===== src/alarm_mon_pkg.sv =====
// Constants and carriers for the one-second alarm monitor
package alarm_mon_pkg;

  // Register indices; the byte address is four times the index
  localparam logic [9:0] IDX_GLOBAL_CFG = 10'h006;
  localparam logic [9:0] IDX_OCCURRENCE = 10'h112;
  localparam logic [9:0] IDX_PERSISTENT = 10'h113;
  localparam logic [9:0] IDX_IRQ_STATUS = 10'h114;
  localparam logic [9:0] IDX_IRQ_MASK   = 10'h115;

  // Global configuration fields
  localparam int         CFG_PM_EN_BIT = 3;
  localparam logic [7:0] CFG_RESET     = 8'h00;

  // Condition positions, shared by both flag registers
  localparam int BIT_LOS     = 7;
  localparam int BIT_AIS     = 6;
  localparam int BIT_OOF     = 5;
  localparam int BIT_RAI     = 4;
  localparam int BIT_REALIGN = 3;
  localparam int BIT_MF_LOSS = 2;
  localparam int BIT_TX_SLIP = 1;
  localparam int BIT_RX_SLIP = 0;
  localparam logic [7:0] FLAGS_RESET = 8'h00;

  // Interrupt event positions
  localparam int         IRQ_W          = 2;
  localparam int         IRQ_BOUNDARY   = 0;
  localparam int         IRQ_ANY_SEEN   = 1;
  localparam logic [1:0] IRQ_RESET      = 2'h0;

  // Slip indication hold time
  localparam longint CLK_HZ        = 25_000_000;
  localparam longint SLIP_HOLD_US  = 125;
  localparam int     SLIP_HOLD_CYC =
    int'((SLIP_HOLD_US * CLK_HZ + 64'd999_999) / 64'd1_000_000);

  // Alarm levels from the detectors
  typedef struct packed {
    logic signal_loss;
    logic alarm_signal;
    logic frame_loss;
    logic remote_alarm;
    logic frame_alignment_change;
    logic multiframe_alignment_lost;
  } alarm_lv_t;

  // One-cycle slip execution pulses
  typedef struct packed {
    logic transmit_buffer_slip;
    logic receive_buffer_slip;
  } slip_ev_t;

endpackage : alarm_mon_pkg


===== src/one_second_alarm_monitor.sv =====
// One-second occurrence and persistence flags behind a Wishbone slave
`timescale 1ns/1ps

// Notes on behaviour
// Bit 7 reports signal loss
// Bit 6 reports alarm indication signal
// Bit 5 reports out of frame
// Bit 4 reports remote alarm
// Bit 3 reports frame alignment change
// Bit 2 reports multiframe alignment lost
// Bit 1 reports transmit buffer slip
// Bit 0 reports receive buffer slip
// Persisting means active, not risen last interval
// Outside supplies the periodic one-second tick
// Flags produced only while monitor enable set
// Tick rising edge marks interval boundary
// Slip active for 125 us after slip
// Results held stable until next boundary
module one_second_alarm_monitor
  import alarm_mon_pkg::*;
#(
  parameter int ADR_W = 12
) (
  // Clock and reset
  input  wire logic              core_clk_i,
  input  wire logic              resetn_i,
  // Wishbone slave
  input  wire logic              wb_cyc_i,
  input  wire logic              wb_stb_i,
  input  wire logic              wb_we_i,
  input  wire logic [ADR_W-1:0]  wb_adr_i,
  input  wire logic [3:0]        wb_sel_i,
  input  wire logic [31:0]       wb_dat_i,
  output      logic [31:0]       wb_dat_o,
  output      logic              wb_ack_o,
  // Conditions from the framer
  input  wire alarm_lv_t         alarm_i,
  input  wire slip_ev_t          slip_i,
  // Interval pin
  input  wire logic              one_second_tick_i,
  // Interrupt
  output      logic              irq_o
);

  if (ADR_W < 12 || ADR_W > 32) begin : gen_adr_check
    $error("ADR_W must lie between 12 and 32");
  end

  localparam int SLIP_CW = $clog2(SLIP_HOLD_CYC + 1);
  localparam logic [SLIP_CW-1:0] SLIP_LOAD = SLIP_CW'(SLIP_HOLD_CYC);
  localparam logic [SLIP_CW-1:0] SLIP_ZERO = '0;
  localparam logic [SLIP_CW-1:0] SLIP_ONE  = SLIP_CW'(1);

  logic [7:0]       global_cfg;
  logic [7:0]       occ_flags;
  logic [7:0]       pers_flags;
  logic [7:0]       seen_acc;
  logic [7:0]       rose_acc;
  logic [7:0]       cond;
  logic [7:0]       cond_q;
  logic [7:0]       rise;
  logic [IRQ_W-1:0] irq_status;
  logic [IRQ_W-1:0] irq_mask;
  logic [IRQ_W-1:0] irq_event;
  logic [IRQ_W-1:0] irq_clear;
  logic [IRQ_W-1:0] next_irq_status;
  logic [IRQ_W-1:0] next_irq_mask;
  logic [SLIP_CW-1:0] slip_cnt [2];
  logic [1:0]       slip_act;
  logic             tick_meta;
  logic             tick_sync;
  logic             tick_q;
  logic             boundary;
  logic             pm_en;
  logic             bus_req;
  logic             bus_wr;
  logic [9:0]       bus_idx;

  // Register index from an aligned byte address
  function automatic logic [9:0] word_index(input logic [ADR_W-1:0] adr);
    logic [ADR_W-3:0] w;
    w = adr[ADR_W-1:2];
    return 10'(w);
  endfunction : word_index

  assign pm_en = global_cfg[CFG_PM_EN_BIT];

  // tick from outside
  // two-stage synchroniser
  always_ff @(posedge core_clk_i or negedge resetn_i) begin
    if (!resetn_i) begin
      tick_meta <= 1'b0;
      tick_sync <= 1'b0;
      tick_q    <= 1'b0;
    end else begin
      tick_meta <= one_second_tick_i;
      tick_sync <= tick_meta;
      tick_q    <= tick_sync;
    end
  end

  // rising edge boundary
  assign boundary = tick_sync & ~tick_q;

  // slip hold counters
  always_ff @(posedge core_clk_i or negedge resetn_i) begin
    if (!resetn_i) begin
      slip_cnt[0] <= SLIP_ZERO;
      slip_cnt[1] <= SLIP_ZERO;
    end else begin
      for (int i = 0; i < 2; i++) begin
        if (slip_i[i]) begin
          slip_cnt[i] <= SLIP_LOAD;
        end else if (slip_cnt[i] != SLIP_ZERO) begin
          slip_cnt[i] <= slip_cnt[i] - 1'b1;
        end
      end
    end
  end

  assign slip_act[0] = slip_cnt[0] != SLIP_ZERO;
  assign slip_act[1] = slip_cnt[1] != SLIP_ZERO;

  // place each condition
  always_comb begin
    cond              = 8'h00;
    cond[BIT_LOS]     = alarm_i.signal_loss;
    cond[BIT_AIS]     = alarm_i.alarm_signal;
    cond[BIT_OOF]     = alarm_i.frame_loss;
    cond[BIT_RAI]     = alarm_i.remote_alarm;
    cond[BIT_REALIGN] = alarm_i.frame_alignment_change;
    cond[BIT_MF_LOSS] = alarm_i.multiframe_alignment_lost;
    cond[BIT_TX_SLIP] = slip_act[1];
    cond[BIT_RX_SLIP] = slip_act[0];
  end

  always_ff @(posedge core_clk_i or negedge resetn_i) begin
    if (!resetn_i) begin
      cond_q <= FLAGS_RESET;
    end else begin
      cond_q <= cond;
    end
  end

  assign rise = cond & ~cond_q;

  // accumulate the running interval
  always_ff @(posedge core_clk_i or negedge resetn_i) begin
    if (!resetn_i) begin
      seen_acc <= FLAGS_RESET;
      rose_acc <= FLAGS_RESET;
    end else if (!pm_en || boundary) begin
      seen_acc <= FLAGS_RESET;
      rose_acc <= FLAGS_RESET;
    end else begin
      seen_acc <= seen_acc | cond;
      rose_acc <= rose_acc | rise;
    end
  end

  // capture only while enabled
  always_ff @(posedge core_clk_i or negedge resetn_i) begin
    if (!resetn_i) begin
      occ_flags  <= FLAGS_RESET;
      pers_flags <= FLAGS_RESET;
    end else if (!pm_en) begin
      occ_flags  <= FLAGS_RESET;
      pers_flags <= FLAGS_RESET;
    end else if (boundary) begin
      occ_flags  <= seen_acc | cond;
      // active but not risen
      pers_flags <= cond & ~(rose_acc | rise);
    end
  end

  // Bus request decode
  assign bus_req = wb_cyc_i & wb_stb_i & ~wb_ack_o;
  assign bus_wr  = bus_req & wb_we_i & wb_sel_i[0];
  assign bus_idx = word_index(wb_adr_i);

  always_ff @(posedge core_clk_i or negedge resetn_i) begin
    if (!resetn_i) begin
      wb_ack_o <= 1'b0;
    end else begin
      wb_ack_o <= bus_req;
    end
  end

  // enable lives in global config
  always_ff @(posedge core_clk_i or negedge resetn_i) begin
    if (!resetn_i) begin
      global_cfg <= CFG_RESET;
      irq_mask   <= IRQ_RESET;
    end else if (bus_wr) begin
      if (bus_idx == IDX_GLOBAL_CFG) begin
        global_cfg <= wb_dat_i[7:0];
      end
      if (bus_idx == IDX_IRQ_MASK) begin
        irq_mask <= wb_dat_i[IRQ_W-1:0];
      end
    end
  end

  // Read data; unmapped words read zero
  always_ff @(posedge core_clk_i or negedge resetn_i) begin
    if (!resetn_i) begin
      wb_dat_o <= 32'h0000_0000;
    end else if (bus_req) begin
      unique case (bus_idx)
        IDX_GLOBAL_CFG: wb_dat_o <= {24'h00_0000, global_cfg};
        IDX_OCCURRENCE: wb_dat_o <= {24'h00_0000, occ_flags};
        IDX_PERSISTENT: wb_dat_o <= {24'h00_0000, pers_flags};
        IDX_IRQ_STATUS: wb_dat_o <= {30'h0000_0000, irq_status};
        IDX_IRQ_MASK:   wb_dat_o <= {30'h0000_0000, irq_mask};
        default:        wb_dat_o <= 32'h0000_0000;
      endcase
    end
  end

  // Interrupt events and write-one-to-clear
  assign irq_event[IRQ_BOUNDARY] = boundary & pm_en;
  assign irq_event[IRQ_ANY_SEEN] = boundary & pm_en & |(seen_acc | cond);
  assign irq_clear = (bus_wr && bus_idx == IDX_IRQ_STATUS) ?
                     wb_dat_i[IRQ_W-1:0] : IRQ_RESET;
  // A new event wins over a clear in the same cycle
  assign next_irq_status = (irq_status & ~irq_clear) | irq_event;
  // Mask as it stands after this edge, so the level follows a mask write at once
  assign next_irq_mask = (bus_wr && bus_idx == IDX_IRQ_MASK) ?
                         wb_dat_i[IRQ_W-1:0] : irq_mask;

  always_ff @(posedge core_clk_i or negedge resetn_i) begin
    if (!resetn_i) begin
      irq_status <= IRQ_RESET;
      irq_o      <= 1'b0;
    end else begin
      irq_status <= next_irq_status;
      irq_o      <= |(next_irq_status & next_irq_mask);
    end
  end
endmodule : one_second_alarm_monitor


===== config.mk =====
export PLATFORM = sky130hd
export DESIGN_NAME = one_second_alarm_monitor
export DESIGN_NICKNAME = d
export VERILOG_FILES = /design/src/alarm_mon_pkg.sv /design/src/one_second_alarm_monitor.sv
export SDC_FILE = /design/constraint.sdc
export NUM_CORES = 1
export LEC_CHECK = 0
export ABC_AREA = 1
export BUFFER_PORTS_ARGS = -buffer_cell sky130_fd_sc_hd__buf_2
export CORE_ASPECT_RATIO = 0.7
export CORE_MARGIN = 2
export CORE_UTILIZATION = 50
export CTS_BUF_LIST = sky130_fd_sc_hd__clkbuf_4 sky130_fd_sc_hd__clkbuf_8
export DETAILED_ROUTE_END_ITERATION = 10
export GPL_TIMING_DRIVEN = 0
export PLACE_DENSITY = 0.85
export SETUP_SLACK_MARGIN = 0.5
export SKIP_CTS_REPAIR_TIMING = 1
export SYNTH_ARGS = -nofsm -noshare
export SYNTH_HDL_FRONTEND = slang
export SYNTH_SLANG_ARGS = --single-unit

===== constraint.sdc =====
create_clock -name core_clk_i -period 1.5 [get_ports core_clk_i]
set_clock_uncertainty 0.05 [all_clocks]
set_input_delay 0.3 -clock core_clk_i [delete_from_list [all_inputs] [get_ports core_clk_i]]
set_output_delay 0.3 -clock core_clk_i [all_outputs]
set_load 0.1 [all_outputs]

; Yosys cells after proc, flatten, opt, wreduce, memory -nomap -nowiden
; Index checks and enable logic that the tools add are counted.
[totals]
input_bits = 62
regBits = 113
word_cells = 68
out_inout_bits = 34
[op_classes]
n_bitwise = 19
n_eq_ne = 6
reduce_logical = 12
mux = 13
addsub = 2
[ops]
columns = op, n
row1 = 12-bit two-way mux, 4
row2 = 8-bit two-way mux, 6
row3 = "10-bit by 9-bit == test with 1-bit output, second input constant", 4
row4 = 8-bit one-hot mux with 5 select lines, 1
row5 = 12-bit nonzero test, 2
row6 = "12-bit by 1-bit subtractor with 12-bit output, second input constant", 2
row7 = 8-bit bitwise AND, 2
row8 = 8-bit inverter, 2
row9 = 8-bit bitwise OR, 2
row10 = "10-bit by 3-bit == test with 1-bit output, second input constant", 1
row11 = 8-bit OR reduction, 1
row12 = 1-bit bitwise AND, 7
row13 = 2-bit bitwise AND, 2
row14 = 2-bit two-way mux, 2
row15 = 2-bit AND reduction, 2
row16 = 2-bit nonzero test, 2
row17 = 1-bit logical AND, 2
row18 = "2-bit by 1-bit inequality test with 1-bit output, second input constant", 1
row19 = 1-bit inverter, 2
row20 = 2-bit inverter, 1
row21 = 2-bit bitwise OR, 1
row22 = 2-bit OR reduction, 1
row23 = 1-bit logical NOT, 1
row24 = 1-bit logical OR, 1

; Longest topological paths before layout
[logic_depth]
word_depth = 11
ltp_mapped = 11
depth_no_buf = 11

; Worst setup path after synthesis
; No wires, ideal clock.
[synth_path]
kind = register to register
startpoint = register wb_ack_o
endpoint = register irq_o
setup_time_ns = 0.116
period_less_slack_ns = 1.890
path_stages_with_launch = 10
path_slack_ns = -0.390
required_time_ns = 1.334
path_buffers = 1
arrival_ns = 1.724
path_cell_list = dfrtp_1 > inv_1 > nand3_4 > nor2_2 > buf_4 > nand3_1 > o21ai_0 > nand2_1 > nand2_1 > nand2_1
[synth_via]
elab_chain_cells = 11
elab_cells_between_ends = 13
classes_between = mux: 2 / bitwise: 8 / reduce/logical: 3
[synth_lines]
columns = item, line
row1 = "start, declared", one_second_alarm_monitor.sv:35  ; output logic wb_ack_o,
row2 = "start signal, assigned", one_second_alarm_monitor.sv:185  ; wb_ack_o <= bus_req;
row3 = 1-bit inverter, one_second_alarm_monitor.sv:177  ; assign bus_req = wb_cyc_i & wb_stb_i & ~wb_ack_o;
row4 = 1-bit bitwise AND, one_second_alarm_monitor.sv:177
row5 = 1-bit bitwise AND (2 in a row), one_second_alarm_monitor.sv:178  ; assign bus_wr = bus_req & wb_we_i & wb_sel_i[0];
row6 = 1-bit logical AND, one_second_alarm_monitor.sv:223  ; assign irq_clear = (bus_wr && bus_idx == IDX_IRQ_STATUS) ?
row7 = 2-bit two-way mux, one_second_alarm_monitor.sv:223
row8 = 2-bit inverter, one_second_alarm_monitor.sv:226  ; assign next_irq_status = (irq_status & ~irq_clear) | irq_event;
row9 = 2-bit bitwise AND, one_second_alarm_monitor.sv:226
row10 = 2-bit bitwise OR, one_second_alarm_monitor.sv:226
row11 = named net next_irq_status[0], one_second_alarm_monitor.sv:66  ; logic [IRQ_W-1:0] next_irq_status;
row12 = 2-bit bitwise AND, one_second_alarm_monitor.sv:237  ; irq_o <= |(next_irq_status & next_irq_mask);
row13 = 2-bit OR reduction, one_second_alarm_monitor.sv:237
row14 = "end signal, assigned", one_second_alarm_monitor.sv:237
row15 = "end, declared", one_second_alarm_monitor.sv:42  ; output logic irq_o
; The timed path passes the listed nets, and every way through them passes these cells.
; A chain may end at the register's enable or synchronous reset.

; Final worst setup path
[layout_path]
startpoint = register slip_cnt[12] in the netlist's numbering
endpoint = register slip_cnt[22] in the netlist's numbering
[layout_via]
elab_cells_between_ends = 5
classes_between = add/sub: 1 / mux: 2 / reduce/logical: 2
[layout_rtl]
columns = item, line
row1 = "start, declared", one_second_alarm_monitor.sv:68  ; logic [SLIP_CW-1:0] slip_cnt [2];
row2 = "start signal, assigned by index", one_second_alarm_monitor.sv:115  ; slip_cnt[i] <= slip_cnt[i] - 1'b1;
row3 = 12-bit nonzero test, -
row4 = named net cond[0], one_second_alarm_monitor.sv:59  ; logic [7:0] cond;
row5 = 2-bit nonzero test (no source line), -
; The timed path passes the listed nets, and every way through them passes these cells. The select of a mux whose other input is x is not followed.

==> summary.txt <==
Worst setup path
  – CP cell instances: inv_4, ha_4, nand2_4, nor2_4, nand2_4, o21ai_4, nor2_1, nand2_1, nand3_2
  – Setup CP Type: flop to flop
  – Worst endpoint required time: 1.71 ns
  – CP dominant cell by count: nand2_4
  – Critical Path Fanout Max: 5
  – CP Data Arrival Time: between 1.5 and 2 ns
  – Crit path max-delay family: simple AND/OR/NAND/NOR gates
  – Worst Path Buf+Inv: 1
  – Crit path launch type: flop
  – CP peak stage delay: around 0.44 ns
  – CP endpoint kind: flop
  – Worst-case reg-to-reg path depth: 9
  – Critical path's slowest cell: dfrtp_1
  – Levels on crit path: 9

Timing
  – Post-route setup TNS: -1.25 ns
  – RSZ-0062 raised after global routing: yes
  – Hold_ws: -0.120 ns
  – Fmax achieved: 622 MHz
  – Final hold violation count: 75
  – PnR worst setup slack: -0.107 ns
  – Final min period: roughly 1.6 ns
  – Pins Over Slew Limit: 0
  – Final setup vio count: 28
  – Worst-Margin Slew: slightly above 0.6 ns
  – Final Cycle Share: 107%
  – Relative slew margins: roughly three fifths

Synth
  – Gate Count Post-Synth: 515
  – Post-synthesis sequential area ratio: a little over 50%
  – Yosys reg bits: a little under 90
  – EDFF count, synth: 0
  – Cell variety after synth: 39
  – Top_reg_cell synth: dfrtp_1
  – Post-Synthesis Cell Area: around 0.0044 mm^2
  – Synth Warn #: 0
  – Syn_area_per_cell: ~8.5 um^2
  – Async S/R FF share, synth: 100%

CTS
  – Worst-Skew Late Latency: 0.39 ns
  – Clock Sinks: 89
  – Cts bufs inserted: 9
  – Clk slew on worst S/H paths: ~0.1 ns
  – Clock tree buffer depth: 2
  – TritonCTS clock tree: yes
  – Clock root cell: clkbuf_8
  – H-tree Lvls: 3

Place
  – Pre-CTS setup slack: -0.169 ns
  – Dpl hpwl: between 7000 and 8000 um
  – Number of port buffers: just over 40
  – GP Congestion: between 0.9 and 1

Routing
  – Routed Antenna Nets: 0
  – Vias per cell: about 5.6
  – Post-Route WL: about 14000 um
  – Drt pass-1 iters: 4
  – Drt wl/cell: between 15 and 20 um
  – Vias: between 4000 and 5000
  – Initial DRC count: 318
  – Drt drc: 0

Cells and area
  – FILL cells: a little over 500
  – Ratio of cells with drive above 1 in the final layout: about 45%
  – Highest-count cells in the layout ignoring fill and taps: dfrtp_1 (76), nand2_1 (69), buf_4 (53), inv_1 (52), nor2_1 (43)
  – Area grow syn2layout: 46.2%
  – Ant. Diodes: 0
  – Seq. cell area: between 0.002 and 0.0025 mm^2
  – Multi-input gate area: approximately 0.0024 mm^2
  – NumNets Final: approximately 700
  – Commonest non-fill, non-tap cell in the layout: dfrtp_1

Die
  – Die height: between 80 and 90 um
  – IO Pins: 96
  – Core ar.: ~0.0085 mm^2
  – Row count: 28
  – DIE AREA: around 0.0095 mm^2
  – Die X: ~120 um
  – Initial core utilization: 51.6%

Global route
  – Vias in the first global route: about 3500
  – Grt total ovfl: 0
  – Initial antenna violation count: 0
  – Largest net degree at the start of global routing: 76
  – Total track usage: roughly 22%
  – First-pass GRT wire length: 15900 um

Power and ir drop
  – Cell-internal power: about 3.5 mW
  – Peak supply drop: between 0.9 and 1 mV
  – Comb pwr share: ~19%
  – Reg power frac: 49.5%
  – P per Cell Area: roughly 790 mW/mm^2
  – Clock Power Share: about a third
  – Leakage: between 3 and 4 nW
  – Sw Share: 31.5%
  – Total power: between 5 and 6 mW
  – Psw: about 1.6 mW

Worst hold path
  – Worst hold path class: input port to asynchronous set/reset pin

Status
  – Status: finished, violations left
  – Violated checks: hold timing, setup timing

Run
  – Maxcap violations: 0
==> area by class of cell <==
| class | count | share of cell area, % |
|---|---|---|
| clock inverters | 2 | 0.196 |
| well taps | 120 | 2.35 |
| repair buffers | 88 | 13.2 |
| plain buffers | 29 | 3.92 |
| repair inverters | 2 | 0.215 |
| flip-flops and latches | 89 | 35.5 |
| clock buffers | 14 | 2.72 |
| inverters | 65 | 4.15 |
| multi-input cells | 357 | 37.8 |
==> sequential cells by signal, indices dropped and copies added, names as in the netlist, 2 cells and up <==
signal / flops
cond_q: 8
irq_status: 2
pers_flags: 8
slip_cnt: 24
seen_acc: 8
global_cfg: 8
wb_dat_o: 8
occ_flags: 8
rose_acc: 8
irq_mask: 2
==> power by group through the flow <==
stage	Clock (mW)	Sequential [mW]	Combinational [mW]
after global placement	0	2.53	0.723
final	1.61	2.50	0.932
after global routing	1.70	2.50	0.979
after floorplan	0	2.60	0.506
after detailed placement	0	2.53	0.751
after CTS	1.61	2.48	0.753
==> synthesized netlist by cell type (2+ instances only) <==
master	count	area, um^2
nor3_1	8	40.0
nand2_2	7	43.8
nand2_4	4	45.0
a21oi_1	18	90.1
nor3_4	2	32.5
inv_1	61	229
xnor2_1	4	35.0
nor2_1	66	248
buf_4	25	188
clkbuf_1	3	11.3
or2_1	2	12.5
a31oi_1	2	12.5
ha_1	4	50.1
nor2_2	7	43.8
o211ai_1	5	37.5
nand3_1	45	225
o21ai_0	28	140
nand2_1	93	349
o21ai_1	6	30.0
nand4_1	8	50.1
inv_2	2	7.51
dfrtp_1	89	2230
xor2_1	2	17.5
nor2_4	6	67.6
clkinv_1	2	7.51
or2_2	2	12.5
o21ai_2	2	17.5
==> stage by stage <==
stage                     hold WS (ns)  utilization, %  cells  cell area (um^2)
final                           -0.120            75.4    766              6390
after global routing           -0.0844            75.4    766              6390
after CTS                       -0.275            61.4    716              5210
after detailed placement         0.130            59.2    700              5020
after global placement           0.285            58.9    699              4990
after floorplan                -0.0456               -    538              4640
==> worst paths after layout <==
path	from	to	slack (ns)
worst max-delay path	slip_cnt[12]	slip_cnt[22]	-0.11
worst min-delay path	resetn_i	pers_flags[3]	-0.12
worst max register to register	slip_cnt[12]	slip_cnt[22]	-0.11
worst min register to register	tick_meta	tick_sync	0.33
max in group asynchronous	resetn_i	wb_dat_o[7]	0.49
min in group core_clk_i	alarm_i[3]	cond_q[5]	0.03
==> per-layer routing <==
| layer | GRT usage, % | vias to the layer above | share of wire, % |
|---|---|---|---|
| li1 | - | 1868 | - |
| met1 | 29.0 | 2105 | 38 |
| met2 | 35.0 | 245 | 50 |
| met3 | 6.28 | 51 | 8.3 |
| met4 | 7.26 | 0 | 3.0 |
| met5 | 0 | - | 0 |
==> kinds of logic (layout without fill, tap and decap cells) <==
kind of cell,count (synthesis),after routing,share of synthesized area [%]
xor gates and xnor gates,6,6,1.20
AOI/OAI and AO/OA,68,68,8.84
and+or+nand+nor,253,255,27.5
adders and majority gates,4,4,1.14
buffers and inverters,94,200,10.2
other,1,24,0.0858
DFF,89,89,50.9
No activity file was read; power rests on OpenSTA's default activity.
